--- config.mk ---
export PLATFORM = sky130hd
export DESIGN_NAME = bdio_port
export DESIGN_NICKNAME = d
export VERILOG_FILES = /design/src/shared/bdio_pkg.sv /design/src/hw/bdio_port.sv /design/src/hw/bdio_sync.sv /design/src/hw/bdio_debounce.sv
export SDC_FILE = /design/constraint.sdc
export NUM_CORES = 1
export LEC_CHECK = 0
export BUFFER_PORTS_ARGS = -buffer_cell sky130_fd_sc_hd__buf_2
export CAP_MARGIN = 25
export CORE_MARGIN = 2
export CORE_UTILIZATION = 45
export DETAILED_ROUTE_END_ITERATION = 6
export PLACE_DENSITY = 0.7
export SLEW_MARGIN = 10
export SYNTH_ARGS = -nofsm -noshare
export SYNTH_HDL_FRONTEND = slang
export SYNTH_HIERARCHICAL = 1
export SYNTH_SLANG_ARGS = --single-unit
--- constraint.sdc ---
create_clock -name clk -period 3.5 [get_ports clk]
set_input_delay 0.7 -clock clk [delete_from_list [all_inputs] [get_ports clk]]
set_output_delay 0.7 -clock clk [all_outputs]
set_load 0.05 [all_outputs]
--- src/shared/bdio_pkg.sv ---
// constants, types and register map for the banked digital i/o port
package bdio_pkg;
  // geometry
  localparam int NUM_LINES = 48;
  localparam int NUM_PORTS = 6;
  localparam int PORT_W = 8;
  localparam int ADDR_W = 6;
  localparam int NUM_NIBBLES = 12;
  // word addresses (a1..a6) and port indices inside a bank
  localparam logic [2:0] BANK_AREA = 3'h0;
  localparam logic [2:0] PORT_UNUSED_IDX = 3'h6;
  localparam logic [2:0] PORT_SEL_IDX = 3'h7;
  localparam logic [5:0] WA_CTRL = 6'h10;
  localparam logic [5:0] WA_VECT = 6'h11;
  // bank codes
  localparam logic [1:0] BANK_IO = 2'h0;
  localparam logic [1:0] BANK_EVT = 2'h1;
  localparam logic [1:0] BANK_DB = 2'h2;
  // bank 1 and bank 2 port indices
  localparam logic [2:0] EVT_IE_IDX = 3'h6;
  localparam logic [2:0] DB_POL_LO_IDX = 3'h0;
  localparam logic [2:0] DB_POL_HI_IDX = 3'h1;
  localparam logic [2:0] DB_EN_IDX = 3'h2;
  localparam logic [2:0] DB_SEL_IDX = 3'h3;
  // field positions
  localparam int SEL_MASK_LSB = 0;
  localparam int SEL_BANK_LSB = 6;
  localparam int CTRL_IRQ_EN_BIT = 0;
  localparam int CTRL_SWRST_BIT = 1;
  // enhanced mode unlock sequence
  localparam logic [7:0] KEY0 = 8'h07;
  localparam logic [7:0] KEY1 = 8'h0d;
  localparam logic [7:0] KEY2 = 8'h06;
  localparam logic [7:0] KEY3 = 8'h12;
  // reset values and fixed read values
  localparam logic [5:0] MASK_RST = 6'h00;
  localparam logic [1:0] BANK_RST = 2'h0;
  localparam logic [47:0] OUT_RST = 48'h0;
  localparam logic [11:0] POL_RST = 12'h000;
  localparam logic [5:0] DBEN_RST = 6'h00;
  localparam logic [1:0] DBSEL_RST = 2'h0;
  localparam logic [5:0] IE_RST = 6'h00;
  localparam logic [7:0] VECT_RST = 8'h00;
  localparam logic [7:0] HI_BYTE = 8'hff;
  localparam logic [7:0] RD_UNUSED = 8'h00;
  // debounce sample periods
  localparam int CLK_NS = 25;
  localparam int DB_T0_NS = 1000;
  localparam int DB_T1_NS = 16000;
  localparam int DB_T2_NS = 256000;
  localparam int DB_T3_NS = 4000000;
  localparam int DB_CYC0 = (DB_T0_NS + CLK_NS - 1) / CLK_NS;
  localparam int DB_CYC1 = (DB_T1_NS + CLK_NS - 1) / CLK_NS;
  localparam int DB_CYC2 = (DB_T2_NS + CLK_NS - 1) / CLK_NS;
  localparam int DB_CYC3 = (DB_T3_NS + CLK_NS - 1) / CLK_NS;
  localparam int TICK_W = 18;
  // register bus request
  typedef struct packed {
    logic [5:0] addr;
    logic [7:0] wdata;
    logic wr;
    logic rd;
  } bdio_req_type;
  // operating mode, with the three partial unlock steps
  typedef enum logic [4:0] {
    MD_STD = 5'b00001,
    MD_K1 = 5'b00010,
    MD_K2 = 5'b00100,
    MD_K3 = 5'b01000,
    MD_ENH = 5'b10000
  } bdio_mode_type;
endpackage

--- src/hw/bdio_port.sv ---
// banked 48-line digital i/o port with register interface
//
// Operation
// - two modes: standard, and enhanced which keeps standard behaviour
// - each line works as input, output, or output with readback
// - data moves one eight-line port at a time, chosen by address
// - mask register blocks writes to ports used as inputs
// - registers grouped into banks of eight byte-wide ports
// - standard: ports 0-5 carry lines, port 6 unused, port 7 mask
// - enhanced: event sense on all 48 lines, can raise interrupts
// - enhanced: software-selectable debounce before edge detection
// - enhanced banks: 0 i/o, 1 events and interrupts, 2 debounce
// - extra registers: interrupt enable with soft reset, and vector
// - decode from word address a1..a6, 64 words, part populated
// - every access is one byte on d0..d7
// - shared addresses split by read versus write direction
// - enhanced mode after 07h,0dh,06h,12h to port 7, undisturbed; keys ignored while irq enabled
// - standard mode after power-up or reset
// - unused addresses read zero; upper byte reads as ones
//
// Implementation choices: strobed register access and the address map.
`timescale 1ns/1ps
module bdio_port import bdio_pkg::*; #(
  parameter int DB_C0 = DB_CYC0,
  parameter int DB_C1 = DB_CYC1,
  parameter int DB_C2 = DB_CYC2,
  parameter int DB_C3 = DB_CYC3
) (
  // clock and reset
  input wire logic clk,
  input wire logic arst_n,
  // register bus
  input wire bdio_req_type req,
  output logic [15:0] rdata,
  output logic ack,
  // field lines, open drain, low-true
  input wire logic [47:0] line_in,
  output logic [47:0] line_out,
  output logic [47:0] line_oe,
  // interrupt and status
  output logic irq_req,
  output logic [7:0] irq_vector,
  output logic enh_mode
);
  // state
  bdio_mode_type mode_reg;
  bdio_mode_type mode_next;
  logic [47:0] out_reg;
  logic [5:0] mask_reg;
  logic [1:0] bank_reg;
  logic [47:0] evt_reg;
  logic [47:0] dbv_prev_reg;
  logic [11:0] pol_reg;
  logic [5:0] dben_reg;
  logic [1:0] dbsel_reg;
  logic [5:0] ie_reg;
  logic irq_en_reg;
  logic [7:0] vect_reg;
  logic srst_reg;
  logic irq_reg;
  logic [7:0] rdata_reg;
  logic ack_reg;
  logic [TICK_W-1:0] tick_cnt_reg;
  logic [7:0] rd_byte;
  logic [47:0] line_log;
  logic [47:0] dbv;
  logic [47:0] out_wmask;
  logic [47:0] evt_clr;
  logic [47:0] evt_hit;
  logic [47:0] ie_line;

  // address decode; only a1..a6 exist on the bus
  wire enhanced = mode_reg == MD_ENH;
  wire acc = req.wr | req.rd;
  wire in_bank = req.addr[5:3] == BANK_AREA;
  wire [2:0] pidx = req.addr[2:0];
  wire is_line_port = in_bank & (pidx < 3'(NUM_PORTS));
  wire is_sel = in_bank & (pidx == PORT_SEL_IDX);
  wire [1:0] eff_bank = enhanced ? bank_reg : BANK_IO;
  wire wr_io = req.wr & is_line_port & (eff_bank == BANK_IO);
  wire wr_evt = req.wr & is_line_port & (eff_bank == BANK_EVT);
  wire wr_ie = req.wr & in_bank & (pidx == EVT_IE_IDX)
    & (eff_bank == BANK_EVT);
  wire wr_db = req.wr & in_bank & (eff_bank == BANK_DB);
  wire wr_sel = req.wr & is_sel;
  wire wr_ctrl = req.wr & (req.addr == WA_CTRL);
  wire wr_vect = req.wr & (req.addr == WA_VECT);

  // enhanced-mode unlock: key bytes only on port 7, irq disabled
  wire key_wr = wr_sel & !irq_en_reg;
  wire seq_brk = acc & !(is_sel & !irq_en_reg);
  wire [7:0] kd = req.wdata;

  always_comb begin
    mode_next = mode_reg;
    unique case (mode_reg)
      MD_STD: begin
        if (key_wr && kd == KEY0) begin
          mode_next = MD_K1;
        end
      end
      MD_K1: begin
        if (key_wr && kd == KEY1) begin
          mode_next = MD_K2;
        end else if (key_wr && kd == KEY0) begin
          mode_next = MD_K1;
        end else if (key_wr || seq_brk) begin
          mode_next = MD_STD;
        end
      end
      MD_K2: begin
        if (key_wr && kd == KEY2) begin
          mode_next = MD_K3;
        end else if (key_wr && kd == KEY0) begin
          mode_next = MD_K1;
        end else if (key_wr || seq_brk) begin
          mode_next = MD_STD;
        end
      end
      MD_K3: begin
        if (key_wr && kd == KEY3) begin
          mode_next = MD_ENH;
        end else if (key_wr && kd == KEY0) begin
          mode_next = MD_K1;
        end else if (key_wr || seq_brk) begin
          mode_next = MD_STD;
        end
      end
      MD_ENH: begin
        mode_next = MD_ENH;
      end
      default: begin
        mode_next = MD_STD;
      end
    endcase
  end

  // pins are low-true: a low pin reads as logic one
  bdio_sync #(.WIDTH(NUM_LINES)) u_sync (
    .clk(clk),
    .arst_n(arst_n),
    .din(~line_in),
    .dout(line_log)
  );

  // debounce sample tick; one shared prescaler, period chosen by software
  wire [TICK_W-1:0] tick_lim = (dbsel_reg == 2'h0) ? TICK_W'(DB_C0 - 1) :
    (dbsel_reg == 2'h1) ? TICK_W'(DB_C1 - 1) :
    (dbsel_reg == 2'h2) ? TICK_W'(DB_C2 - 1) : TICK_W'(DB_C3 - 1);
  wire db_tick = tick_cnt_reg >= tick_lim;

  always_ff @(posedge clk or negedge arst_n) begin
    if (!arst_n) begin
      tick_cnt_reg <= '0;
    end else begin
      tick_cnt_reg <= db_tick ? '0 : tick_cnt_reg + TICK_W'(1);
    end
  end

  // per-port decode, debounce and event edges
  genvar p;
  genvar l;
  generate
    for (p = 0; p < NUM_PORTS; p++) begin : g_port
      wire hit = pidx == 3'(p);
      assign out_wmask[p*8 +: 8] =
        {8{wr_io & hit & !mask_reg[p]}};
      assign evt_clr[p*8 +: 8] = {8{wr_evt & hit}} & req.wdata;
      assign ie_line[p*8 +: 8] = {8{ie_reg[p]}};
      bdio_debounce #(.WIDTH(PORT_W)) u_db (
        .clk(clk),
        .arst_n(arst_n),
        .en(dben_reg[p] & enhanced),
        .tick(db_tick),
        .din(line_log[p*8 +: 8]),
        .dout(dbv[p*8 +: 8])
      );
    end
    for (l = 0; l < NUM_LINES; l++) begin : g_edge
      // polarity one selects rising, zero falling, per nibble
      assign evt_hit[l] = pol_reg[l/4] ? (dbv[l] & !dbv_prev_reg[l]) :
        (!dbv[l] & dbv_prev_reg[l]);
    end
  endgenerate

  // next values of the data-path registers
  wire [47:0] out_next = (out_reg & ~out_wmask)
    | ({6{req.wdata}} & out_wmask);
  wire [47:0] evt_set = evt_hit & {48{enhanced}};
  wire [47:0] evt_next = (evt_reg & ~evt_clr) | evt_set; // set wins
  wire irq_next = irq_en_reg & enhanced & |(evt_reg & ie_line);
  wire [5:0] mask_next = req.wdata[SEL_MASK_LSB +: 6];
  wire [1:0] bank_next = enhanced ? req.wdata[SEL_BANK_LSB +: 2] : BANK_RST;

  // mode, mask, bank and line outputs; soft reset returns to standard
  always_ff @(posedge clk or negedge arst_n) begin
    if (!arst_n) begin
      mode_reg <= MD_STD;
      out_reg <= OUT_RST;
      mask_reg <= MASK_RST;
      bank_reg <= BANK_RST;
    end else if (srst_reg) begin
      mode_reg <= MD_STD;
      out_reg <= OUT_RST;
      mask_reg <= MASK_RST;
      bank_reg <= BANK_RST;
    end else begin
      mode_reg <= mode_next;
      out_reg <= out_next;
      mask_reg <= wr_sel ? mask_next : mask_reg;
      bank_reg <= wr_sel ? bank_next : bank_reg;
    end
  end

  // event status and edge history
  always_ff @(posedge clk or negedge arst_n) begin
    if (!arst_n) begin
      evt_reg <= '0;
      dbv_prev_reg <= '0;
      irq_reg <= 1'b0;
    end else begin
      evt_reg <= srst_reg ? '0 : evt_next;
      dbv_prev_reg <= dbv;
      irq_reg <= srst_reg ? 1'b0 : irq_next;
    end
  end

  // bank 1 and bank 2 configuration
  always_ff @(posedge clk or negedge arst_n) begin
    if (!arst_n) begin
      ie_reg <= IE_RST;
      pol_reg <= POL_RST;
      dben_reg <= DBEN_RST;
      dbsel_reg <= DBSEL_RST;
    end else if (srst_reg) begin
      ie_reg <= IE_RST;
      pol_reg <= POL_RST;
      dben_reg <= DBEN_RST;
      dbsel_reg <= DBSEL_RST;
    end else begin
      if (wr_ie) begin
        ie_reg <= req.wdata[5:0];
      end
      if (wr_db && pidx == DB_POL_LO_IDX) begin
        pol_reg[7:0] <= req.wdata;
      end
      if (wr_db && pidx == DB_POL_HI_IDX) begin
        pol_reg[11:8] <= req.wdata[3:0];
      end
      if (wr_db && pidx == DB_EN_IDX) begin
        dben_reg <= req.wdata[5:0];
      end
      if (wr_db && pidx == DB_SEL_IDX) begin
        dbsel_reg <= req.wdata[1:0];
      end
    end
  end

  // control and vector; the vector survives a soft reset
  always_ff @(posedge clk or negedge arst_n) begin
    if (!arst_n) begin
      irq_en_reg <= 1'b0;
      srst_reg <= 1'b0;
      vect_reg <= VECT_RST;
    end else begin
      irq_en_reg <= srst_reg ? 1'b0 :
        (wr_ctrl ? req.wdata[CTRL_IRQ_EN_BIT] : irq_en_reg);
      srst_reg <= wr_ctrl & req.wdata[CTRL_SWRST_BIT];
      vect_reg <= wr_vect ? req.wdata : vect_reg;
    end
  end

  // read selection; lines read back the pin, not the output latch
  wire [7:0] line_byte = line_log[pidx*8 +: 8];
  wire [7:0] evt_byte = evt_reg[pidx*8 +: 8];
  wire [7:0] sel_byte = {enhanced ? bank_reg : BANK_RST, mask_reg};
  wire [7:0] io_rd = is_line_port ? line_byte : RD_UNUSED;
  wire [7:0] evt_rd = is_line_port ? evt_byte :
    (pidx == EVT_IE_IDX) ? {2'h0, ie_reg} : RD_UNUSED;
  wire [7:0] db_rd = (pidx == DB_POL_LO_IDX) ? pol_reg[7:0] :
    (pidx == DB_POL_HI_IDX) ? {4'h0, pol_reg[11:8]} :
    (pidx == DB_EN_IDX) ? {2'h0, dben_reg} :
    (pidx == DB_SEL_IDX) ? {6'h00, dbsel_reg} : RD_UNUSED;

  always_comb begin
    rd_byte = RD_UNUSED;
    if (is_sel) begin
      rd_byte = sel_byte;
    end else if (in_bank) begin
      unique case (eff_bank)
        BANK_IO: rd_byte = io_rd;
        BANK_EVT: rd_byte = evt_rd;
        BANK_DB: rd_byte = db_rd;
        default: rd_byte = RD_UNUSED;
      endcase
    end else if (req.addr == WA_CTRL) begin
      rd_byte = {7'h00, irq_en_reg};
    end else if (req.addr == WA_VECT) begin
      rd_byte = vect_reg;
    end
  end

  // answer one cycle after every strobe, mapped or not
  always_ff @(posedge clk or negedge arst_n) begin
    if (!arst_n) begin
      rdata_reg <= RD_UNUSED;
      ack_reg <= 1'b0;
    end else begin
      rdata_reg <= req.rd ? rd_byte : RD_UNUSED;
      ack_reg <= acc;
    end
  end

  // outputs; the upper byte is never driven and reads as ones
  assign rdata = {HI_BYTE, rdata_reg};
  assign ack = ack_reg;
  assign line_out = '0;
  assign line_oe = out_reg;
  assign irq_req = irq_reg;
  assign irq_vector = vect_reg;
  assign enh_mode = enhanced;
endmodule

--- src/hw/bdio_sync.sv ---
// three-stage pin synchroniser with agreement filter
`timescale 1ns/1ps
module bdio_sync import bdio_pkg::*; #(
  parameter int WIDTH = 8
) (
  // clock and reset
  input wire logic clk,
  input wire logic arst_n,
  // raw and synchronised lines
  input wire logic [WIDTH-1:0] din,
  output logic [WIDTH-1:0] dout
);
  logic [WIDTH-1:0] s1_reg;
  logic [WIDTH-1:0] s2_reg;
  logic [WIDTH-1:0] s3_reg;
  logic [WIDTH-1:0] out_reg;
  wire [WIDTH-1:0] out_next = (s2_reg & s3_reg) | (out_reg & (s2_reg | s3_reg));

  // s1 feeds only s2; a bit moves once s2 and s3 agree
  always_ff @(posedge clk or negedge arst_n) begin
    if (!arst_n) begin
      s1_reg <= '0;
      s2_reg <= '0;
      s3_reg <= '0;
      out_reg <= '0;
    end else begin
      s1_reg <= din;
      s2_reg <= s1_reg;
      s3_reg <= s2_reg;
      out_reg <= out_next;
    end
  end
  assign dout = out_reg;
endmodule

--- src/hw/bdio_debounce.sv ---
// per-line debounce: a change must hold for three sample ticks
`timescale 1ns/1ps
module bdio_debounce import bdio_pkg::*; #(
  parameter int WIDTH = 8
) (
  // clock and reset
  input wire logic clk,
  input wire logic arst_n,
  // control
  input wire logic en,
  input wire logic tick,
  // lines
  input wire logic [WIDTH-1:0] din,
  output logic [WIDTH-1:0] dout
);
  genvar i;
  generate
    for (i = 0; i < WIDTH; i++) begin : g_line
      logic [1:0] cnt_reg;
      logic val_reg;
      wire differ = din[i] != val_reg;
      wire settle = differ & tick & (cnt_reg == 2'h2);
      // disabled: follow the input through val_reg, one cycle late
      always_ff @(posedge clk or negedge arst_n) begin
        if (!arst_n) begin
          cnt_reg <= 2'h0;
          val_reg <= 1'b0;
        end else if (!en || !differ || settle) begin
          cnt_reg <= 2'h0;
          val_reg <= en ? (settle ? din[i] : val_reg) : din[i];
        end else if (tick) begin
          cnt_reg <= cnt_reg + 2'h1;
        end
      end
      assign dout[i] = val_reg;
    end
  endgenerate
endmodule

=== After elaboration in Yosys (flattened, before gate mapping) ===
Index checks and enable logic that the tools add are counted.

* Add/subtract/negate cells: 49
* Order comparisons: 2
* Equal/unequal tests: 167
* Shifts and indexed selects: 2
* Mux-type cells: 285
* Bitwise logic cells: 255
* Reductions and logical operators: 371

{| class="wikitable"
|+ Operator list
! operator !! count
|-
| 48-bit bitwise AND || 7
|-
| 1-bit bitwise AND || 234
|-
| 2-bit 2-to-1 mux || 103
|-
| 48-bit bitwise OR || 4
|-
| 1-bit logical NOT || 158
|-
| 1-bit 2-to-1 mux || 147
|-
| 48-bit inverter || 3
|-
| 2-bit nonzero test || 55
|-
| 2-bit == test, second input constant || 50
|-
| 1-bit logical OR || 97
|-
| 2-bit by 1-bit adder with 2-bit output, second input constant || 48
|-
| 48-bit 2-to-1 mux || 2
|-
| 2-bit != test, second input constant || 48
|-
| 2-bit AND reduction || 48
|-
| 48-bit by 7-bit indexed part select with 8-bit output || 2
|-
| 18-bit 2-to-1 mux || 4
|-
| 8-bit 2-to-1 mux || 9
|-
| 6-bit 2-to-1 mux || 9
|-
| 8-bit bitwise AND || 6
|-
| 1-bit != test || 48
|-
| 48-bit OR reduction || 1
|-
| 5-bit 2-to-1 mux || 7
|-
| 5-bit one-hot mux with 5 select lines || 1
|-
| 8-bit one-hot mux with 3 select lines || 1
|-
| other kinds (23) || 39
|}

* Register bits: 557
* Bits of input ports: 66
* Output and inout bits: 123
* Word-level logic and storage cells: 1249

=== Logic depth before layout (Yosys ltp) ===
Gate-level depths: netlist of the first run.

* Depth after elaboration: 11
* Gate-level depth with buffers: 13
* Mapped depth without buffers: 10

=== Cells and area by module ===
Netlist of the first run, hierarchy kept.

{| class="wikitable"
|+ By module, submodules not included
! module !! instances !! cells an instance !! area an instance (µm²) !! seq. area each (µm²)
|-
| bdio_port || 1 || 1328 || 11994.0 || 5531.6
|-
| bdio_debounce || 6 || 126 || 1420.1 || 600.6
|-
| bdio_sync || 1 || 240 || 5345.1 || 4804.6
|}

=== Worst setup path after synthesis of the first run ===
Ideal clock, no wire load.

* Kind: register -> register
* Start: register dbsel_reg[0]
* End: register g_port[0].u_db.g_line[1].cnt_reg[0]
* Library setup time: 0.094 ns
* Arrival time: 3.594 ns
* Required time: 3.406 ns
* Setup slack: -0.187 ns
* Stages on the path, launching flop included: 14
* Path buffers: 3
* Period minus slack after synthesis: 3.687 ns
* Cells stage by stage: dfrtp_1 inv_1 ha_1 or2_2 ha_1 nand4b_1 nor4_1 o311a_1 a211o_1 clkbuf_1 clkbuf_1 buf_2 or3b_1 a211oi_1

* Word-level cells in the longest chain between the ends: 9
* Elaborated cells between the ends (all ways): 12
* Classes of those cells: 1 x order compare; 2 x eq/ne; 4 x mux; 2 x bitwise; 3 x reduce/logical

{| class="wikitable"
|+ Ends and longest elaborated chain
! element !! line !! RTL
|-
| start: declaration || bdio_port.sv:55 || <nowiki>logic [1:0] dbsel_reg;</nowiki>
|-
| start signal: assignment || bdio_port.sv:254 || <nowiki>dbsel_reg <= req.wdata[1:0];</nowiki>
|-
| 2-bit == test || bdio_port.sv:149 || <nowiki>(dbsel_reg == 2'h2) ? TICK_W'(DB_C2 - 1) : TICK_W'(DB_C3 - 1);</nowiki>
|-
| 18-bit 2-to-1 mux || bdio_port.sv:149 ||
|-
| 18-bit 2-to-1 mux || bdio_port.sv:148 || <nowiki>(dbsel_reg == 2'h1) ? TICK_W'(DB_C1 - 1) :</nowiki>
|-
| 18-bit 2-to-1 mux * || bdio_port.sv:147 || <nowiki>wire [TICK_W-1:0] tick_lim = (dbsel_reg == 2'h0) ? TICK_W'(DB_C0 - 1) :</nowiki>
|-
| 18-bit greater-or-equal comparator * || bdio_port.sv:150 || <nowiki>wire db_tick = tick_cnt_reg >= tick_lim;</nowiki>
|-
| named net db_tick || bdio_port.sv:150 ||
|-
| 1-bit bitwise AND (2 in a row) || bdio_debounce.sv:22 || <nowiki>wire settle = differ & tick & (cnt_reg == 2'h2);</nowiki>
|-
| 1-bit logical OR || bdio_debounce.sv:28 || <nowiki>end else if (!en || !differ || settle) begin</nowiki>
|-
| 2-bit 2-to-1 mux / 2-bit nonzero test (equally long branches) || n/a ||
|-
| end signal: assignment || bdio_debounce.sv:32 || <nowiki>cnt_reg <= cnt_reg + 2'h1;</nowiki>
|-
| end: declaration || bdio_debounce.sv:19 || <nowiki>logic [1:0] cnt_reg;</nowiki>
|}

The timed path passes the listed nets; every way through them passes the cells marked *.
A chain may end at the register's enable or synchronous reset.

=== Worst setup path in the final report of the first run ===
* Start: register mode_reg[2]
* End: output enh_mode

* Word-level cells in the longest chain between the ends: 1

{| class="wikitable"
|+ Ends and longest elaborated chain
! element !! line !! RTL
|-
| start: declaration || bdio_port.sv:46 || <nowiki>bdio_mode_type mode_reg;</nowiki>
|-
| start signal: assignment || bdio_port.sv:208 || <nowiki>mode_reg <= mode_next;</nowiki>
|-
| 5-bit == test || bdio_port.sv:73 || <nowiki>wire enhanced = mode_reg == MD_ENH;</nowiki>
|-
| end: declaration || bdio_port.sv:43 || <nowiki>output logic enh_mode</nowiki>
|}

Every way passes these cells.

==> results.yml, run 1 <==
timing:
  tns_ns: 0
  finalClockSkew_ns: 0.03461
  hold_viol_final: 0
  whs_ns: 0.05725
  rsz0062_at_grt: "false"
  finalSetupViolations: 0
  worstMarginPinSlew_ns: 1.083
  fmax_mhz: 295.6
  slew_violations: 0
  finalCriticalPeriod_ns: 3.383
  relSlewSlack_pct: 27.16
  final.period_utilization_pct: 96.64
  fin_ws_ns: 0.1175
worst_setup_path:
  cp.required_ns: 2.80
  crit_type: "reg2out"
  critPathArrivalTime_ns: 2.68
  cp-end-kind: "primary output"
  critPathMaxFanout: 12
  crit_path_top_delay_cell: "or4b_4"
  worst_setup_path_start_kind: "flip-flop"
  max_stage_delay_ns: 0.62
  path_cells: "or4b_4, or2_1, inv_2, buf_4, buf_2"
  rr_worst_depth: 11
final_layout:
  largest_reg_flops: 96
  syn_to_final_growth_pct: 12.25
  utilization_pct: 51.28
  drive_gt1_share_pct: 17.55
  fin_cells: 3201
  diodes: 0
  final_nets: 2527
  design_area_sq_um: 29030
floorplan:
  dieArea_sq_um: 59400
  ioPinCount: 189
  start_util_pct: 45.69
  rows: 87
  core_area_sq_um: 56600
  die_w_um: 243.7
  die_h_um: 243.7
synthesis:
  postSynthAreaPerCell_sq_um: 11.13
  synthTopCellsByArea: "dfrtp_1 54%, mux2i_1 3.4%, or3b_1 3.3%"
  synth.cell_area_sq_um: 25860
  yosysTopAreaCellShare_pct: 53.80
  synth_common_cells: "556 x dfrtp_1, 206 x nand2_1, 157 x nor2_1, 115 x inv_1, 110 x buf_4"
  synth.distinct_cells: 76
  synthCells: 2324
  synth_top_cell_by_area: "dfrtp_1"
  synth_warnings: 6
  synth_most_common_cell: "dfrtp_1"
  seq_area_frac_synth_pct: 53.90
  async_flop_share_pct: 100.0
  synth_edf_count: 0
  synth-seq-cells: 557
  synth_ff_type: "dfrtp_1"
placed_design:
  post-place-cells: 3089
  hpwl_um: 43960
  place_ws_ns: 0.01308
  place_congestion: 0.9287
  numPortBuffers: 132
  placed_area_sq_um: 26850
clock_tree:
  hold_buffers: 0
  root_buffer: "clkbuf_16"
  insertion_delay_ns: 0.63
  cts_buffer_depth: 3
  htreeDepth: 2
  cts_sinks: 557
  cts_made_buffers: 58
  cts_tree: "done"
  path_clk_slew_ns: 0.06
run_status:
  status: "finished clean"
routing:
  viasPerCell: 5.446
  postRouteAntennaNets: 0
  via_count: 17430
  wire_per_inst_um: 19.75
  firstDrtPassIters: 6
  wirelength_um: 63230
  drc: 0
  drt_iter0_markers: 1106
grt:
  grt_start_max_net_pins: 93
  first_global_vias: 17450
  track_usage_pct: 21.39
  antenna_found_initial: 3
  grt_pass1_wl_um: 100200
  overflow: 0
pwr:
  power.total_mw: 15.33
  p_leak_nw: 12.26
  vdd_drop_max_v: 0.0003572
  power.density_nw_per_um2: 528.2
worst_hold_path:
  hp-class: "in2async"
run:
  cap_violations: 0
## critical path, delay by kind of cell (launching register included)
kind	cells	cell delay, ns
AND/OR/NAND/NOR	2	0.87
flip-flops	1	0.49
buffers and inverters	3	0.70
## power breakdown
group / internal, mW / total (mW) / switching (mW)
Clock: 4.11 / 6.69 / 2.57
Sequential: 6.82 / 7.20 / 0.381
Combinational: 0.447 / 1.44 / 0.996
Total: 11.4 / 15.3 / 3.95
## layout by cell type (no fill, tap or decap), types with 64 or more instances in the layout
cell type,Yosys,layout
buf_2,28,130
ha_1,64,64
mux2i_1,87,87
o21ai_0,65,65
inv_1,115,115
a21oi_1,83,83
nor2_1,157,157
a211oi_1,77,76
nand2_1,206,206
nand2b_1,100,100
dfrtp_1,556,554
or3b_1,96,96
## cells by family after synthesis
family	Yosys count	share of synthesized area, %
multiplexers	154	6.329
AO/OA/AOI/OAI	408	11.22
buffers and inverters	339	6.769
other	2	0.02904
AND/OR/NAND/NOR	688	14.39
flip-flops	557	53.90
adder cells (fa/ha/maj)	112	5.187
XOR/XNOR	64	2.168
## cell type report
class,count,area (sq um)
clock buffers,86,1748
well taps,756,945.9
multi-input cells,1484,10440
repair buffers,180,1157
fillers,4947,27580
inverters,116,435.4
clock inverters,22,362.8
flip-flops and latches,557,13940
## repair_timing
item	in CTS	in global routing
gates resized for setup	2	17
endpoints found under the hold margin	0	0
pin swaps	2	2
buffers inserted	1	1
cloned	2	0
setup endpoints to repair	3	106
## metal layers
layer | share of wire, % | vias up | GRT usage, %
li1 | - | 8046 | -
met2 | 48 | 512 | 34.82
met1 | 43 | 8756 | 28.73
met5 | 0.036 | - | 0
met3 | 5.9 | 115 | 4.230
met4 | 3.0 | 4 | 6.994
## path summary, 6_finish.rpt
check / from / end / slack, ns
hold reg to reg: u_sync/s1_reg[24]$_DFF_PN0_ / u_sync/s2_reg[24]$_DFF_PN0_ / 0.33
hold / removal: arst_n / g_port[2].u_db/g_line[4].cnt_reg[0]$_DFFE_PN0P_ / 0.06
min in group clk: line_in[15] / u_sync/s1_reg[15]$_DFF_PN0_ / 0.21
setup reg to reg: dbsel_reg[0]$_DFFE_PN0P_ / g_port[5].u_db/g_line[1].cnt_reg[1]$_DFFE_PN0P_ / 0.17
max in group asynchronous: arst_n / g_port[1].u_db/g_line[6].cnt_reg[0]$_DFFE_PN0P_ / 2.45
setup / recovery: mode_reg[2]$_DFFE_PN0P_ / enh_mode / 0.12
(Power assumes the default switching activity.)
==> run 2: changes to the inputs <==
--- a/config.mk
+++ b/config.mk
@@ -14,5 +14,4 @@
 export SLEW_MARGIN = 10
 export SYNTH_ARGS = -nofsm -noshare
 export SYNTH_HDL_FRONTEND = slang
-export SYNTH_HIERARCHICAL = 1
 export SYNTH_SLANG_ARGS = --single-unit
==> run 2 against run 1 <==
Routed wire length decreased by 1.8%. Final cell count unchanged. Clock skew decreased by 0.0076 ns. Area after synthesis decreased by 5.4%. Clock-buffer cell count decreased by 9. Critical path depth increased by 6. Global-route usage increased by 1.2 points. Synthesized cell count decreased by 0.17%. Core utilization increased by 0.61 points. Setup slack improved by 0.13 ns. Largest power group unchanged.
==> results.yml, run 2 <==
timing:
  tns_ns: 0
  final.period_utilization_pct: 93.00
  whs_ns: 0.04354
  fmax_mhz: 307.2
  finalSetupViolations: 0
  rsz0062_at_grt: "false"
  worstMarginPinSlew_ns: 1.011
  slew_violations: 0
  finalClockSkew_ns: 0.02703
  finalCriticalPeriod_ns: 3.255
  hold_viol_final: 0
  relSlewSlack_pct: 32.60
synthesis:
  postSynthAreaPerCell_sq_um: 10.55
  synth-simple-area-share_pct: 14.03
  synth_edf_count: 0
  seq_area_frac_synth_pct: 56.97
  async_flop_share_pct: 100.0
  synthCells: 2320
  synth_most_common_cell: "dfrtp_1"
  synth.distinct_cells: 63
  synth_ff_type: "dfrtp_1"
  synth_warnings: 0
  synthMuxAreaShare_pct: 7.409
  yosys.area_share.adder_pct: 5.134
  synth_top_cell_by_area: "dfrtp_1"
  synth_common_cells: "556 x dfrtp_1, 378 x nand2_1, 198 x a21oi_1, 175 x nor2_1, 119 x inv_1"
  synth-seq-cells: 557
  yosysTopAreaCellShare_pct: 56.86
  synthTopCellsByArea: "dfrtp_1 57%, nand2_1 5.8%, a21oi_1 4.0%"
  synth_compound_area_share_pct: 8.662
  synth_top_family_by_area: "simple AND/OR/NAND/NOR gates"
  synth.cell_area_sq_um: 24470
  synth_xor_area_share_pct: 2.291
clock_tree:
  path_clk_slew_ns: 0.06
  insertion_delay_ns: 0.64
  cts_buffer_depth: 3
  cts_tree: "done"
  post_cts_buffers: 0
  root_buffer: "clkbuf_16"
  htreeDepth: 2
  cts_made_buffers: 57
  cts_resized: 0
  hold_buffers: 0
  cts_sinks: 557
final_layout:
  largest_reg_flops: 96
  utilization_pct: 51.89
  syn_to_final_growth_pct: 14.12
  drive_gt1_share_pct: 14.77
  final_cell_mix: "555 x dfrtp_1, 378 x nand2_1, 198 x a21oi_1"
  diodes: 0
  final_nets: 2587
  final_common_cell: "dfrtp_1"
grt:
  use_met1_pct: 30.21
  grt_start_max_net_pins: 111
  met3_usage_pct: 3.507
  grt_busiest_layer: "met2"
  first_global_vias: 17750
  grt_use_met2_pct: 36.94
  antenna_found_initial: 1
  grt_pass1_wl_um: 99640
  overflow: 0
  track_usage_pct: 22.62
pwr:
  p_leak_nw: 12.76
  vdd_drop_max_v: 0.0003963
  power.density_nw_per_um2: 537.5
run_status:
  status: "finished clean"
floorplan:
  die_w_um: 237.2
  dieArea_sq_um: 56260
  die_h_um: 237.2
  rows: 85
  start_util_pct: 45.47
  core_area_sq_um: 53810
  ioPinCount: 189
placed_design:
  place_congestion: 0.9756
  numPortBuffers: 132
  hpwl_um: 43720
routing:
  wirelength_um: 62100
  viasPerCell: 5.424
  wire_per_inst_um: 19.40
  firstDrtPassIters: 7
  drc: 0
  postRouteAntennaNets: 0
  drt_iter0_markers: 1387
  via_count: 17360
worst_setup_path:
  critPathMaxFanout: 52
  critPathLaunch: "dbsel_reg[0]$_DFFE_PN0P_"
  cp-end-kind: "flip-flop"
  cp.required_ns: 4.01
  r2r_start: "dbsel_reg[0]$_DFFE_PN0P_"
  crit_type: "reg2reg"
  critPathArrivalTime_ns: 3.77
  worst_setup_path_start_kind: "flip-flop"
run:
  cap_violations: 0
worst_hold_path:
  hp-class: "in2async"
==> run 2: path summary, 6_finish.rpt <==
| path | end | slack, ns | cells past startpoint |
|---|---|---|---|
| worst max register to register | g_port[1].u_db.g_line[2].val_reg$_DFFE_PN0P_ | 0.25 | 11 |
| worst min register to register | u_sync.s2_reg[34]$_DFF_PN0_ | 0.34 | 0 |
| worst min-delay path | tick_cnt_reg[8]$_DFF_PN0_ | 0.04 | 1 |
| worst max-delay path | g_port[1].u_db.g_line[2].val_reg$_DFFE_PN0P_ | 0.25 | 11 |
| min in group clk | u_sync.s1_reg[20]$_DFF_PN0_ | 0.19 | 2 |
| max in group asynchronous | u_sync.dout[18]$_DFF_PN0_ | 2.39 | 2 |
==> run 2: kinds of logic (layout without fill, tap and decap cells) <==
logic type | Yosys count | in the layout
AO/OA/AOI/OAI | 377 | 377
buffers and inverters | 284 | 415
multiplexers | 155 | 155
AND/OR/NAND/NOR | 771 | 771
flip-flops | 557 | 557
other | 2 | 56
adder cells (fa/ha/maj) | 110 | 110
XOR/XNOR | 64 | 64
==> run 2: area by class of cell <==
type | count | area [sq um]
multi-input combinational | 1533 | 9402
clock buffer | 77 | 1612
timing repair buffer | 190 | 1244
fill | 4667 | 25890
inverter | 120 | 450.4
sequential | 557 | 13940
clock inverter | 28 | 404.1
tap | 696 | 870.8
==> run 2: layer usage <==
metal,up-vias,part of all wire (%)
met4,2,4.1
met2,543,47
met5,-,0.016
met3,139,5.7
met1,8646,43
li1,8032,-
==> run 2: stage by stage <==
step                      power [mW]  setup slack, ns  area, sq um  std cells
after floorplan                8.135           0.5655        24670       2374
after global placement         8.645           0.3999        25910       3096
after detailed placement       8.698           0.2955        25910       3096
after CTS                      15.16           0.2622        27930       3201
after global routing           15.60          0.07184        27930       3201
final                          15.01           0.2451        27930       3201
==> run 2: worst max-delay path: stages, from the launching register on <==
cell	delay, ns
dfrtp_1	0.41
inv_1	0.11
ha_1	0.24
or2_2	0.31
ha_1	0.30
nand4_1	0.09
a21boi_0	0.08
a311o_1	0.37
a211o_2	0.35
buf_12	0.20
a21oi_1	0.25
mux2_2	0.36
==> run 2: report_power, final <==
| part | switching (mW) | internal (mW) | leakage, nW | total, mW |
|---|---|---|---|---|
| Combinational | 0.968 | 0.428 | 4.80 | 1.40 |
| Clock | 2.59 | 3.83 | 0.981 | 6.43 |
| Sequential | 0.366 | 6.82 | 6.97 | 7.19 |
| Total | 3.93 | 11.1 | 12.8 | 15.0 |
==> run 3: changes to the inputs <==
--- a/config.mk
+++ b/config.mk
@@ -9,6 +9,7 @@
 export CAP_MARGIN = 25
 export CORE_MARGIN = 2
 export CORE_UTILIZATION = 45
+export CTS_BUF_LIST = sky130_fd_sc_hd__clkbuf_2 sky130_fd_sc_hd__clkbuf_4 sky130_fd_sc_hd__clkbuf_8
 export DETAILED_ROUTE_END_ITERATION = 6
 export PLACE_DENSITY = 0.7
 export SLEW_MARGIN = 10
==> run 3 against run 2 <==
The run now ends with design-rule violations left. Maximum frequency is 1.8% lower. Power is 2.8% lower. Flip-flop and latch count stayed put. Critical path type is now reg2out. Critical endpoint is now enh_mode. Largest cell class unchanged.
==> results.yml, run 3 (same netlist as run 2, synthesis figures left out) <==
final_layout:
  design_area_sq_um: 27910
  diodes: 0
  syn_to_final_growth_pct: 14.05
  largest_reg_flops: 96
  final_nets: 2624
  final_common_cell: "dfrtp_1"
  drive_gt1_share_pct: 17.08
  final_cell_mix: "555 x dfrtp_1, 378 x nand2_1, 198 x a21oi_1"
pwr:
  power.total_mw: 14.59
  p_leak_nw: 12.83
  power.density_nw_per_um2: 522.9
  vdd_drop_max_v: 0.0002591
floorplan:
  rows: 85
  die_w_um: 237.2
  ioPinCount: 189
  core_area_sq_um: 53810
  dieArea_sq_um: 56260
  die_h_um: 237.2
  start_util_pct: 45.47
clock_tree:
  path_clk_slew_ns: 0.06
  htreeDepth: 3
  cts_tree: "done"
  cts_sinks: 557
  cts_buffer_depth: 3
  root_buffer: "clkbuf_8"
  insertion_delay_ns: 0.71
  cts_made_buffers: 93
worst_setup_path:
  critPathArrivalTime_ns: 2.61
  crit_path_top_delay_cell: "inv_2"
  cp.required_ns: 2.80
  max_stage_delay_ns: 0.51
  crit_type: "reg2out"
  critPathMaxFanout: 24
  worst_setup_path_start_kind: "flip-flop"
  path_cells: "nor3_1, nand2_1, inv_2, buf_2"
  r2r_slack_ns: 0.26
  cp-end-kind: "primary output"
grt:
  overflow: 0
  antenna_found_initial: 1
  grt_pass1_wl_um: 99930
  grt_start_max_net_pins: 111
  first_global_vias: 17900
  track_usage_pct: 22.77
timing:
  hold_viol_final: 0
  slew_violations: 0
  relSlewSlack_pct: 31.53
  worstMarginPinSlew_ns: 1.027
  fmax_mhz: 301.8
  rsz0062_at_grt: "false"
  finalCriticalPeriod_ns: 3.314
  tns_ns: 0
  finalClockSkew_ns: 0.04916
  finalSetupViolations: 0
  final.period_utilization_pct: 94.68
routing:
  drt_iter0_markers: 1492
  via_count: 17640
  firstDrtPassIters: 7
  viasPerCell: 5.410
  wire_per_inst_um: 19.12
  drc: 2
  postRouteAntennaNets: 0
  wirelength_um: 62360
run_status:
  violations: "design-rule violations"
  status: "complete, but fails checks"
placed_design:
  placed_area_sq_um: 25910
  hpwl_um: 43720
  place_congestion: 0.9756
  numPortBuffers: 132
worst_hold_path:
  hp-class: "in2reg"
run:
  cap_violations: 0
-- run 3: cell count changes in the layout (fill, tap and decap cells not counted), sizes merged --
cell | before | now
clkbuf | 77 | 144
clkinvlp | 5 | 3
inv | 121 | 123
dlygate4sd3 | 0 | 1
bufinv | 8 | 0
-- run 3: layer usage --
metal	vias to the layer above	wire (um)	global-route usage, %
met5	-	10	0
met4	2	2404	9.834
met3	122	3942	4.007
met2	612	29300	37.11
met1	8781	26700	30.14
li1	8125	-	-
-- run 3: layout make-up --
type	instances	area, sq um
Fill cell	4696	25910
Sequential cell	557	13940
Multi-Input combinational cell	1533	9402
Clock buffer	144	1851
Timing Repair Buffer	191	1254
Tap cell	696	870.8
Inverter	120	450.4
Clock inverter	20	136.4
-- run 3: worst paths after layout --
kind / cells past startpoint / to / startpoint
worst max-delay path: 4 / enh_mode / mode_reg[1]$_DFFE_PN0P_
worst min-delay path: 2 / u_sync.s1_reg[20]$_DFF_PN0_ / line_in[20]
worst max register to register: 11 / g_port[1].u_db.g_line[2].val_reg$_DFFE_PN0P_ / dbsel_reg[0]$_DFFE_PN0P_
worst min register to register: 0 / u_sync.s2_reg[19]$_DFF_PN0_ / u_sync.s1_reg[19]$_DFF_PN0_
max in group asynchronous: 3 / u_sync.s1_reg[18]$_DFF_PN0_ / arst_n
min in group asynchronous: 2 / mode_reg[2]$_DFFE_PN0P_ / arst_n
-- run 3: through the flow --
stage          utilization, %  hold WS [ns]  std cells  worst slack, ns
3_5_place_dp            48.15        0.3347       3096           0.2955
5_1_grt                 51.86        0.1068       3261          0.05084
4_1_cts                 51.86       0.07269       3261           0.1598
3_3_place_gp            48.15        0.3321       3096           0.3999
2_1_floorplan               -        0.3312       2374           0.5655
6_report                51.86        0.1363       3261           0.1861
-- run 3: what timing repair did --
action	in CTS	in global routing
setup buffers	0	0
hold buffers	1	0
endpoints found under the setup margin	0	0
resized for setup	0	0
hold endpoints to repair	51	0
-- run 3: power breakdown --
group	total (mW)	internal, mW	switching (mW)	leakage [nW]
Combinational	1.39	0.428	0.966	4.81
Sequential	7.19	6.82	0.365	6.97
Clock	6.01	3.37	2.64	1.05
Total	14.6	10.6	3.97	12.8
-- run 3: critical path: cells and delay by family, from the launching register on --
family        cells  cell delay [ns]
flops             1             0.45
simple gates      2             0.55
buf+inv           2             0.91
